[config.mk]
export PLATFORM = sky130hd
export DESIGN_NAME = logical_device_config_bank
export DESIGN_NICKNAME = d
export VERILOG_FILES = /design/src/include/ldcfg_pkg.sv /design/src/hdl/ldcfg_mem.sv /design/src/hdl/logical_device_config_bank.sv
export SDC_FILE = /design/constraint.sdc
export NUM_CORES = 2
export LEC_CHECK = 0
export BUFFER_PORTS_ARGS = -buffer_cell sky130_fd_sc_hd__clkbuf_2
export CORE_ASPECT_RATIO = 1.75
export CORE_MARGIN = 2
export CORE_UTILIZATION = 40
export DETAILED_ROUTE_END_ITERATION = 10
export RECOVER_POWER = 100
export SETUP_SLACK_MARGIN = 0.1
export SYNTH_ARGS = -nofsm -noshare
export SYNTH_HDL_FRONTEND = slang
export SYNTH_HIERARCHICAL = 1
export SYNTH_SLANG_ARGS = --single-unit
[constraint.sdc]
create_clock -name clock -period 53.5 [get_ports clock]
set_clock_uncertainty 0.15 [all_clocks]
set_input_delay 2.675 -clock clock [delete_from_list [all_inputs] [get_ports clock]]
set_output_delay 2.675 -clock clock [all_outputs]
set_load 0.01 [all_outputs]
[src/include/ldcfg_pkg.sv]
// ============================================================
// shared constants and carriers for the configuration bank
package ldcfg_pkg;

	// bank geometry
	localparam int N_DEV     = 7;
	localparam int N_SLOT    = 8;
	localparam int MEM_AW    = 7;
	localparam int MEM_DW    = 8;
	localparam int MEM_DEPTH = 128;

	// configuration indexes
	localparam logic [7:0] IDX_SELECTOR   = 8'h07;
	localparam logic [7:0] IDX_GLOBAL_LO  = 8'h20;
	localparam logic [7:0] IDX_GLOBAL_HI  = 8'h2F;
	localparam logic [7:0] IDX_BANKED_LO  = 8'h30;
	localparam logic [7:0] IDX_ACTIVATE   = 8'h30;
	localparam logic [7:0] IDX_BASE0_HIGH = 8'h60;
	localparam logic [7:0] IDX_BASE0_LOW  = 8'h61;
	localparam logic [7:0] IDX_BASE1_HIGH = 8'h62;
	localparam logic [7:0] IDX_BASE1_LOW  = 8'h63;
	localparam logic [7:0] IDX_IRQ_NUMBER = 8'h70;
	localparam logic [7:0] IDX_IRQ_TYPE   = 8'h71;
	localparam logic [7:0] IDX_DMA0       = 8'h74;
	localparam logic [7:0] IDX_DMA1       = 8'h75;
	localparam logic [7:0] IDX_VENDOR_LO  = 8'hF0;
	localparam logic [7:0] IDX_VENDOR_HI  = 8'hFE;

	// assigned device numbers, slot 0 in the low byte
	localparam logic [N_DEV*8-1:0] DEV_NUMBERS =
		{8'h12, 8'h11, 8'h10, 8'h0F, 8'h06, 8'h05, 8'h04};

	// slot code for an unassigned selector and for the shared area
	localparam logic [2:0] NO_SLOT     = 3'h7;
	localparam logic [2:0] GLOBAL_SLOT = 3'h7;

	// field positions
	localparam int ACT_BIT   = 0;
	localparam int WAKE_BIT  = 4;
	localparam int POL_BIT   = 1;
	localparam int LEVEL_BIT = 0;

	// reset values
	localparam logic [7:0]  SELECTOR_RESET = 8'h00;
	localparam logic [2:0]  DMA_NONE       = 3'h4;
	localparam logic [15:0] BASE_RESET     = 16'h0000;
	localparam logic [3:0]  IRQ_NUM_RESET  = 4'h0;

	// one host access to the data port, index already latched
	typedef struct packed {
		logic       wr;
		logic       rd;
		logic [7:0] index;
		logic [7:0] wdata;
	} cfg_req_t;

	// one logical device's standard configuration
	typedef struct packed {
		logic        active;
		logic [15:0] base0;
		logic [15:0] base1;
		logic [3:0]  irq_num;
		logic        wake_en;
		logic        irq_pol;
		logic        irq_level;
		logic [2:0]  dma0;
		logic [2:0]  dma1;
	} dev_cfg_t;

	localparam dev_cfg_t CFG_RESET = '{
		active:    1'b0,
		base0:     BASE_RESET,
		base1:     BASE_RESET,
		irq_num:   IRQ_NUM_RESET,
		wake_en:   1'b0,
		irq_pol:   1'b0,
		irq_level: 1'b0,
		dma0:      DMA_NONE,
		dma1:      DMA_NONE
	};

endpackage : ldcfg_pkg

[src/hdl/ldcfg_mem.sv]
`timescale 1ns/100ps
// ============================================================
// byte store for vendor and shared registers, registered read
module ldcfg_mem (
	input  wire logic                          clock,
	input  wire logic                          rst,
	input  wire logic                          wr_en,
	input  wire logic [ldcfg_pkg::MEM_AW-1:0]  wr_addr,
	input  wire logic [ldcfg_pkg::MEM_DW-1:0]  wr_data,
	input  wire logic                          rd_en,
	input  wire logic [ldcfg_pkg::MEM_AW-1:0]  rd_addr,
	output      logic [ldcfg_pkg::MEM_DW-1:0]  rd_data
);
	import ldcfg_pkg::*;

	logic [MEM_DW-1:0] store [MEM_DEPTH];

	// write port, no reset on the array itself
	always_ff @(posedge clock) begin
		if (wr_en) begin
			store[wr_addr] <= wr_data;
		end
	end

	// read port, data out of a register
	always_ff @(posedge clock or posedge rst) begin
		if (rst) begin
			rd_data <= '0;
		end else if (rd_en) begin
			rd_data <= store[rd_addr];
		end
	end

endmodule : ldcfg_mem

[src/hdl/logical_device_config_bank.sv]
`timescale 1ns/100ps
// Behaviour
// - selector chooses which device bank is accessed
// - all bank registers are host readable/writable
// - reserved bits read back as zero
// - indexes 20-2F are shared global registers
// - activate bit 0 enables selected block
// - base 0 high at 60, low at 61
// - base 1 high at 62, low at 63
// - irq bits 3-0 pick line, zero disables
// - irq bit 4 enables wake on request
// - type bit 1 sets request polarity
// - type bit 0 picks edge or level
// - dma 0 picks channel 0-3, 4 none
// - dma 1 same encoding as dma 0
// - indexes F0-FE hold vendor registers per device
// - index 30 and up reaches selected bank
// - unimplemented writes ignored, reads zero, dma four
// - inactive device's resources stay unused
module logical_device_config_bank (
	input  wire logic                            clock,
	input  wire logic                            rst,
	input  wire ldcfg_pkg::cfg_req_t             cfg_req,
	output      logic [7:0]                      rd_data,
	output      logic                            rd_valid,
	input  wire logic [ldcfg_pkg::N_DEV-1:0]     dev_irq,
	output      ldcfg_pkg::dev_cfg_t [ldcfg_pkg::N_DEV-1:0] dev_res,
	output      logic [15:0]                     host_irq,
	output      logic                            wake_event,
	output      logic                            bank_valid
);
	import ldcfg_pkg::*;

	// ========================================================
	// decoding helpers

	// selector value to bank slot, top bit flags a known device
	function automatic logic [3:0] slot_of(input logic [7:0] sel);
		logic [3:0] r;
		r = {1'b0, NO_SLOT};
		for (int i = 0; i < N_DEV; i++) begin
			if (sel == DEV_NUMBERS[i*8 +: 8]) begin
				r = {1'b1, 3'(i)};
			end
		end
		return r;
	endfunction : slot_of

	// inclusive index range test
	function automatic logic in_range(
		input logic [7:0] idx,
		input logic [7:0] lo,
		input logic [7:0] hi
	);
		return (idx >= lo) && (idx <= hi);
	endfunction : in_range

	// read view of a standard register, reserved bits zero
	function automatic logic [7:0] read_std(
		input dev_cfg_t   c,
		input logic [7:0] idx
	);
		logic [7:0] r;
		r = 8'h00;
		case (idx)
			IDX_ACTIVATE:   r[ACT_BIT] = c.active;
			IDX_BASE0_HIGH: r = c.base0[15:8];
			IDX_BASE0_LOW:  r = c.base0[7:0];
			IDX_BASE1_HIGH: r = c.base1[15:8];
			IDX_BASE1_LOW:  r = c.base1[7:0];
			IDX_IRQ_NUMBER: begin
				r[3:0]      = c.irq_num;
				r[WAKE_BIT] = c.wake_en;
			end
			IDX_IRQ_TYPE: begin
				r[POL_BIT]   = c.irq_pol;
				r[LEVEL_BIT] = c.irq_level;
			end
			IDX_DMA0: r[2:0] = c.dma0;
			IDX_DMA1: r[2:0] = c.dma1;
			default:  r = 8'h00;
		endcase
		return r;
	endfunction : read_std

	// new standard register contents after a host write
	function automatic dev_cfg_t apply_write(
		input dev_cfg_t   c,
		input logic [7:0] idx,
		input logic [7:0] d
	);
		dev_cfg_t r;
		r = c;
		case (idx)
			IDX_ACTIVATE:   r.active = d[ACT_BIT];
			IDX_BASE0_HIGH: r.base0[15:8] = d;
			IDX_BASE0_LOW:  r.base0[7:0] = d;
			IDX_BASE1_HIGH: r.base1[15:8] = d;
			IDX_BASE1_LOW:  r.base1[7:0] = d;
			IDX_IRQ_NUMBER: begin
				r.irq_num = d[3:0];
				r.wake_en = d[WAKE_BIT];
			end
			IDX_IRQ_TYPE: begin
				r.irq_pol   = d[POL_BIT];
				r.irq_level = d[LEVEL_BIT];
			end
			IDX_DMA0: r.dma0 = d[2:0];
			IDX_DMA1: r.dma1 = d[2:0];
			default:  r = c;
		endcase
		return r;
	endfunction : apply_write

	// ========================================================
	// access decode

	logic [7:0]                selector;
	dev_cfg_t [N_SLOT-1:0]     cfg_all;
	logic [MEM_DEPTH-1:0]      mem_written;
	logic [MEM_DW-1:0]         mem_q;
	logic [7:0]                rd_hold;
	logic                      rd_use_mem;
	logic                      rd_mem_ok;
	logic                      rd_stage;
	logic [N_DEV-1:0]          irq_prev;
	logic [N_DEV-1:0]          slot_req;

	wire logic [7:0] idx = cfg_req.index;
	wire logic [7:0] wdat = cfg_req.wdata;

	// bank selection from the selector
	wire logic [3:0] sel_dec  = slot_of(selector);
	wire logic       dev_ok   = sel_dec[3];
	wire logic [2:0] dev_slot = sel_dec[2:0];

	// index classes
	wire logic is_sel    = (idx == IDX_SELECTOR);
	wire logic is_global = in_range(idx, IDX_GLOBAL_LO, IDX_GLOBAL_HI);
	wire logic is_vendor = in_range(idx, IDX_VENDOR_LO, IDX_VENDOR_HI);
	wire logic is_banked = (idx >= IDX_BANKED_LO);

	// write strobes, unknown device writes are dropped
	wire logic wr_sel = cfg_req.wr && is_sel;
	wire logic wr_std = cfg_req.wr && is_banked && !is_vendor && dev_ok;
	wire logic wr_mem = cfg_req.wr && (is_global || (is_vendor && dev_ok));

	// memory addressing, slot 7 holds the shared area
	wire logic [MEM_AW-1:0] mem_addr = is_global
		? {GLOBAL_SLOT, idx[3:0]}
		: {dev_slot, idx[3:0]};
	wire logic rd_mem = cfg_req.rd && (is_global || (is_vendor && dev_ok));

	// current bank, slot 7 reads as defaults
	wire dev_cfg_t cur_cfg   = cfg_all[dev_slot];
	wire dev_cfg_t next_cfg  = apply_write(cur_cfg, idx, wdat);
	wire logic [7:0] std_val = read_std(cur_cfg, idx);

	// first-stage read value for register-held indexes
	wire logic [7:0] next_hold = is_sel ? selector
		: (is_banked && !is_vendor) ? std_val
		: 8'h00;

	// ========================================================
	// selector register

	// written through the data port at index 07
	always_ff @(posedge clock or posedge rst) begin
		if (rst) begin
			selector <= SELECTOR_RESET;
		end else if (wr_sel) begin
			selector <= wdat;
		end
	end

	// ========================================================
	// per-device standard registers

	assign cfg_all[NO_SLOT] = CFG_RESET;

	genvar g;
	generate
		for (g = 0; g < N_DEV; g++) begin : g_dev
			dev_cfg_t store;
			dev_cfg_t res_q;
			logic     edge_seen;

			// one bank per device, touched only when selected
			always_ff @(posedge clock or posedge rst) begin
				if (rst) begin
					store <= CFG_RESET;
				end else if (wr_std && dev_slot == 3'(g)) begin
					store <= next_cfg;
				end
			end
			assign cfg_all[g] = store;

			// request as the host line sees it, edge or level
			assign edge_seen = dev_irq[g] && !irq_prev[g];
			assign slot_req[g] = store.irq_level
				? dev_irq[g] : edge_seen;

			// resources published only while active
			always_ff @(posedge clock or posedge rst) begin
				if (rst) begin
					res_q <= CFG_RESET;
				end else begin
					res_q <= store.active ? store : CFG_RESET;
				end
			end
			assign dev_res[g] = res_q;
		end
	endgenerate

	// ========================================================
	// interrupt routing and wake-up

	logic [15:0] line_req;
	logic [15:0] line_low;
	logic [15:0] next_host_irq;
	logic        next_wake;

	// collect requests per host line, polarity from owners
	always_comb begin
		line_req  = 16'h0000;
		line_low  = 16'h0000;
		next_wake = 1'b0;
		for (int i = 0; i < N_DEV; i++) begin
			if (cfg_all[i].active && cfg_all[i].irq_num != 4'h0) begin
				line_req[cfg_all[i].irq_num] =
					line_req[cfg_all[i].irq_num] || slot_req[i];
				line_low[cfg_all[i].irq_num] =
					line_low[cfg_all[i].irq_num]
					|| !cfg_all[i].irq_pol;
			end
			if (cfg_all[i].active && cfg_all[i].wake_en
				&& dev_irq[i] && !irq_prev[i]) begin
				next_wake = 1'b1;
			end
		end
		next_host_irq = line_req ^ line_low;
	end

	// line drivers and wake pulse
	always_ff @(posedge clock or posedge rst) begin
		if (rst) begin
			irq_prev   <= '0;
			host_irq   <= 16'h0000;
			wake_event <= 1'b0;
		end else begin
			irq_prev   <= dev_irq;
			host_irq   <= next_host_irq;
			wake_event <= next_wake;
		end
	end

	// ========================================================
	// vendor and shared byte store

	ldcfg_mem u_mem (
		.clock   (clock),
		.rst     (rst),
		.wr_en   (wr_mem),
		.wr_addr (mem_addr),
		.wr_data (wdat),
		.rd_en   (rd_mem),
		.rd_addr (mem_addr),
		.rd_data (mem_q)
	);

	// written-once flags so unwritten bytes read as reset zero
	always_ff @(posedge clock or posedge rst) begin
		if (rst) begin
			mem_written <= '0;
		end else if (wr_mem) begin
			mem_written[mem_addr] <= 1'b1;
		end
	end

	// ========================================================
	// read pipeline, answer two edges after the request

	// first stage, mux and memory flag
	always_ff @(posedge clock or posedge rst) begin
		if (rst) begin
			rd_stage   <= 1'b0;
			rd_hold    <= 8'h00;
			rd_use_mem <= 1'b0;
			rd_mem_ok  <= 1'b0;
		end else begin
			rd_stage   <= cfg_req.rd;
			rd_hold    <= next_hold;
			rd_use_mem <= rd_mem;
			rd_mem_ok  <= mem_written[mem_addr];
		end
	end

	// second stage, data and strobe to the port
	always_ff @(posedge clock or posedge rst) begin
		if (rst) begin
			rd_data  <= 8'h00;
			rd_valid <= 1'b0;
		end else begin
			rd_valid <= rd_stage;
			if (rd_stage) begin
				rd_data <= rd_use_mem
					? (rd_mem_ok ? mem_q : 8'h00)
					: rd_hold;
			end
		end
	end

	// selector status for the index/data port logic
	always_ff @(posedge clock or posedge rst) begin
		if (rst) begin
			bank_valid <= 1'b0;
		end else begin
			bank_valid <= dev_ok;
		end
	end

	// host side keeps reserved bits by read-modify-write
	// write-only registers are not read back first

endmodule : logical_device_config_bank

### After elaboration in Yosys (flattened, before gate mapping)

Memory sizes are Yosys's and may differ from the RTL's. A register that Yosys moved wholly into a read port is not among the register bits.
Index checks and enable logic that the tools add are counted.

* bits in registers: 825
* bits in writable memories: 1024
* memory bits (read-only): 16
* input bits: 27
* output and inout port bits: 349
* word-level logic and storage cells: 407
* memories: 2

* order comparisons: 22
* eq/ne operators: 23
* muxes and demuxes: 120
* bitwise operators: 4
* reduce and logical (&&, ||, !) cells: 98

Memories
* u_mem.store: words 128, bits a word 8, read ports 1, clocked after memory_dff 1, wr ports 1, line ldcfg_mem.sv:16 `logic [MEM_DW-1:0] store [MEM_DEPTH];`
* (name not given): words 16, bits a word 1, read ports 1, clocked after memory_dff 0, wr ports 0, line logical_device_config_bank.sv:233 `line_low[cfg_all[i].irq_num]`

Operators with widths (count)
* $mux W46: 8
* $mux W16: 14
* $bwmux W16: 12
* $bmux W46 S3: 1
* $or A128 B128 Y128: 1
* $eq A8 B7 Y1 const B: 8
* $mux W8: 8
* $logic_and A1 B1 Y1: 60
* $bmux W1 S4: 12
* $mux W1: 39
* $lt A4 B5 Y1 const B: 7
* $and A16 B16 Y16: 2
* $eq A8 B3 Y1 const B: 4
* $demux W1 S4: 7
* $ge A4 B1 Y1 const B: 7
* $mux W4: 7
* $reduce_bool A4 Y1: 7
* $eq A8 B5 Y1 const B: 3
* $ge A8 B6 Y1 const B: 2
* $xor A16 B16 Y16: 1
* $logic_not A1 Y1: 15
* $logic_or A1 B1 Y1: 15
* $pmux W3 S4: 1
* $pmux W2 S5: 1
* other kinds (21): 25

### Logic depth before layout (Yosys ltp)

* depth after elaboration: 37
* depth in mapped cells: 22
* depth with buffers taken out: 17

### Modules after synthesis

The synthesis kept the hierarchy.

By module, submodules not included
* ldcfg_mem: times used 1, cells each 2001, area each 40503.8 µm², sequential area each 30949.7 µm²
* logical_device_config_bank: times used 1, cells each 3773, area each 38331.8 µm², sequential area each 20679.8 µm²

### Least setup slack after synthesis

Ideal clock, no wire load.

* path type: input port to flip-flop
* start: input dev_irq[0] (netlist bit)
* end: register host_irq[10]
* setup time: 126 ps
* arrival time: 6834 ps
* required time: 53224 ps
* path slack: 46390 ps
* stages on the path: 18
* buffers on the path: 2
* cells stage by stage: clkbuf_1 nand4b_1 o21ai_0 nand3_1 nor3_1 o21ai_0 o211ai_1 a41oi_1 a221oi_1 a21oi_1 a2111oi_2 a211oi_1 o311a_1 a21oi_1 buf_2 nand2_1 o221ai_1 a21oi_1

* word-level cells in the longest chain between the ends: 36

RTL lines
* from (decl): line logical_device_config_bank.sv:26 `input wire logic [ldcfg_pkg::N_DEV-1:0] dev_irq,`
* $logic_and A1 B1 Y1: line logical_device_config_bank.sv:199 `assign edge_seen = dev_irq[g] && !irq_prev[g];`
* $mux W1 (*): line logical_device_config_bank.sv:201 `? dev_irq[g] : edge_seen;`
* $logic_or A1 B1 Y1 (*): line logical_device_config_bank.sv:231 `line_req[cfg_all[i].irq_num] || slot_req[i];`
* $and A16 B16 Y16 (no line) (*)
* $mux W16 (*): line logical_device_config_bank.sv:229 `if (cfg_all[i].active && cfg_all[i].irq_num != 4'h0) begin`
* $bmux W1 S4: line logical_device_config_bank.sv:231
* $mux W1 (implied by the code): line logical_device_config_bank.sv:231
* $logic_or A1 B1 Y1: line logical_device_config_bank.sv:231
* (+21 left out)
* $mux W16 (*): line logical_device_config_bank.sv:229
* $bmux W1 S4: line logical_device_config_bank.sv:231
* $mux W1 (implied by the code): line logical_device_config_bank.sv:231
* $logic_or A1 B1 Y1: line logical_device_config_bank.sv:231
* $bwmux W16: line logical_device_config_bank.sv:230 `line_req[cfg_all[i].irq_num] =`
* $mux W16 (*): line logical_device_config_bank.sv:229
* $xor A16 B16 Y16 (*): line logical_device_config_bank.sv:241 `next_host_irq = line_req ^ line_low;`
* via next_host_irq[10]: line logical_device_config_bank.sv:220 `logic [15:0] next_host_irq;`
* to (signal assigned): line logical_device_config_bank.sv:252 `host_irq <= next_host_irq;`
* to (decl): line logical_device_config_bank.sv:28 `output logic [15:0] host_irq,`

The timed path passes the listed nets; every way through them passes the cells marked *. The select of a mux whose other input is x is not followed.
A chain may end at the register's enable or synchronous reset.

==> out/results.txt <==
Outcome = complete, but fails checks
Failing checks = max-capacitance violations, max-slew violations
Syn Nets = 5801
Most common cell after layout, fill and taps aside = edfxtp_1
Root Buffer = clkbuf_16
Setup CP Type = primary input to asynchronous set/reset pin
Synth Instances = 5774
Number of cells on the worst hold path = 0
Footprint of the multi-input gates = 25400 µm²
WP data required = 53.53 ns
Die Span X = 340 µm
Avg WL per Cell = 30.2 µm
Vias in the first global route = 52.4k
Fillers = 17.9k
PD cells = 34.9 nW/µm²
Post-CTS Hold Buffers = 0
Clk pin slew, worst setup/hold paths = 0.07 ns
Hold Vio Cnt, Final = 0
Top cell by count, worst path = clkbuf_1
Main flop type after synthesis = edfxtp_1
Number of synthesized flops with an enable pin = 1024
Global-route wire length before repair = 382 mm
CTS resizes = 0
Router iterations before antenna repair = 6
Worst path cell trace = clkbuf_1 -> clkinvlp_2 -> clkbuf_1 -> clkbuf_1 -> clkbuf_1
DRT antenna net count = 0
Cells after DPL = 8513
Routed Wire Length = 266 mm
Worst Reg-to-Reg Cells = 17
Starting Density = 40.3%
Boundary Pins = 376
Via total after detailed routing = 51.6k
Simple logic cell fraction of the synthesized area = 10.7%
Mux cell area share after synthesis = 11.5%
Core area = 196000 µm²
R2R Setup Slk = 44.46 ns
Row count = 215
Seq cells post-synth = 1857
GRT overflow = 0
Fin crit period = 18.57 ns
Vert. Die Dim = 591 µm
Largest net degree at the start of global routing = 189
Max_cap viols = 45
Residual DRC = 0
Maximum vdd drop = 26.7 µV
Cell Area, Synth = 78800 µm²
Cell variety after synth = 103
Total negative slack = 0 ns
Layout cells sized above 1 = 12.9%
Clock Latency Late Sink = 0.84 ns
Synth warn = 6
Crit path max fanout = 188
WP data arrival = 18.60 ns
Hold Path End = mem_written[31]
Number of antenna violations at the first check in global routing = 19
Hold Crit Class = register to register
CP endpoint kind = asynchronous set/reset pin
Via/cell ratio = 5.85
Post-synthesis compound-gate area fraction = 9.66%
DRT iter0 DRCs = 5002
LEAKAGE = 32.8 nW
Slew @ Worst Pin = 9.80 ns
Post-route non-filler standard cell count = 8823
H-tree levels = 4
Maximum root-to-sink buffer count = 4
TritonCTS clock tree = yes
Clock buffer count from CTS = 174
Flip-flop and latch area = 51600 µm²
Final core utilization = 45.2%
I/O Buffers = 375
Post-synthesis adder-cell area fraction = 0%
Max Fclk = 53.9 MHz
DP HPWL = 185 mm
Largest family of logic cells by synthesized area = multiplexers
Fin crit share = 34.7%
All-Layer GR Usage = 26.2%
Slew headroom = -553%
R2r endpoint = host_irq[10]
CP max stage cell = clkbuf_1
Mapped Avg Cell Area = 13.7 µm²
CP peak stage delay = 7.01 ns
Clock Sink Count = 1857
Min-delay src = mem_written[31]
Nets = 6112
Seq/Total Area, Yosys = 65.5%
Area delta synth->final = 12.2%
RD Place Congestion = 1.01
Startpoint Class = primary input
Die area = 201000 µm²
Post-CTS Setup Bufs = 0
Xor and xnor fraction of the mapped netlist area = 0.300%
Highest-count cells in the layout ignoring fill and taps = edfxtp_1, dfrtp_1, nor2_1, clkbuf_1, a21oi_1
Unrepaired setup endpoints after global routing = no
Final setup viols = 0
Async SR Flop Fraction = 44.9%
Slew Viols, Final = 2514
RR Startpoint = cfg_all[137]
==> per-layer routing <==
metal | part of all wire, % | track usage [%]
met1 | 34 | 28.8
met2 | 52 | 47.3
met3 | 6.2 | 3.93
met4 | 7.5 | 16.6
met5 | 0.062 | 0
==> per-stage QoR <==
stage | instance area [µm²] | hold slack, ns | power (mW) | worst slack [ns]
floorplan | 78800 | 0.199 | 1.74 | 27.55
global placement | 83500 | 0.210 | 1.85 | 44.44
detailed placement | 83500 | 0.214 | 1.85 | 44.41
CTS | 89200 | 0.230 | 3.11 | 45.26
global route | 88400 | 0.235 | 3.18 | 31.61
finish | 88400 | 0.226 | 3.08 | 34.93
==> worst max path at each step <==
stage | start | to | cells after the start
4_1_cts | dev_irq[0] | host_irq[10] | 18
6_report | rst | host_irq[3] | 5
3_5_place_dp | dev_irq[0] | host_irq[10] | 18
5_1_grt | rst | cfg_all[134] | 5
2_1_floorplan | rst | bank_valid | 1
3_3_place_gp | dev_irq[0] | host_irq[10] | 18
==> report_power, final <==
part | internal (mW) | switching [mW]
combinational | 0.0813 | 0.173
clock | 0.713 | 0.547
sequential | 1.55 | 0.0249
==> cell type report <==
class	instances	area share (%)
flip-flops and latches	1857	58.4
multi-input cells	3502	28.7
clock buffers	214	5.35
well taps	2604	3.68
repair buffers	509	2.55
clock inverters	92	1.09
inverters	41	0.177
diodes	4	0.0113
==> worst max-delay path: cells and delay by family <==
kind | cells | cell delay (ns)
buffers and inverters | 5 | 15.40
==> cells in the mapped netlist (34+ instances only) <==
library cell | count | area [µm²]
o21bai_1 | 93 | 698
nand2_1 | 408 | 1530
edfxtp_1 | 1024 | 30700
nor2b_1 | 39 | 244
nor3_1 | 87 | 435
o22ai_1 | 73 | 457
nand4_1 | 34 | 213
mux2i_1 | 171 | 1710
a21o_1 | 37 | 278
and2_1 | 352 | 2200
a211oi_1 | 49 | 368
clkbuf_1 | 281 | 1050
inv_1 | 39 | 146
dfrtp_1 | 805 | 20100
a31oi_1 | 39 | 244
o221ai_1 | 35 | 307
mux4_2 | 292 | 6580
nor2_1 | 579 | 2170
buf_2 | 35 | 175
o21ai_0 | 167 | 836
nand2b_1 | 40 | 250
mux2_2 | 68 | 766
nand3_1 | 111 | 556
a21oi_1 | 423 | 2120
==> flip-flops by register name, summed over array words and instances, names as in the netlist <==
name,cells
rd_stage,1
irq_prev,7
selector,8
host_irq,16
mem_written,128
bank_valid,1
u_mem/store,1024
cfg_all,322
rd_data,8
rd_mem_ok,1
dev_res,322
u_mem/rd_data,8
rd_hold,8
rd_use_mem,1
rd_valid,1
wake_event,1
==> logic make-up after synthesis <==
group           count (synthesis)
simple gates                 1767
buf+inv                       415
flops                        1857
mux                           531
other cells                     1
compound gates               1176
xor+xnor                       27
Power figures use the tool's default switching activity.
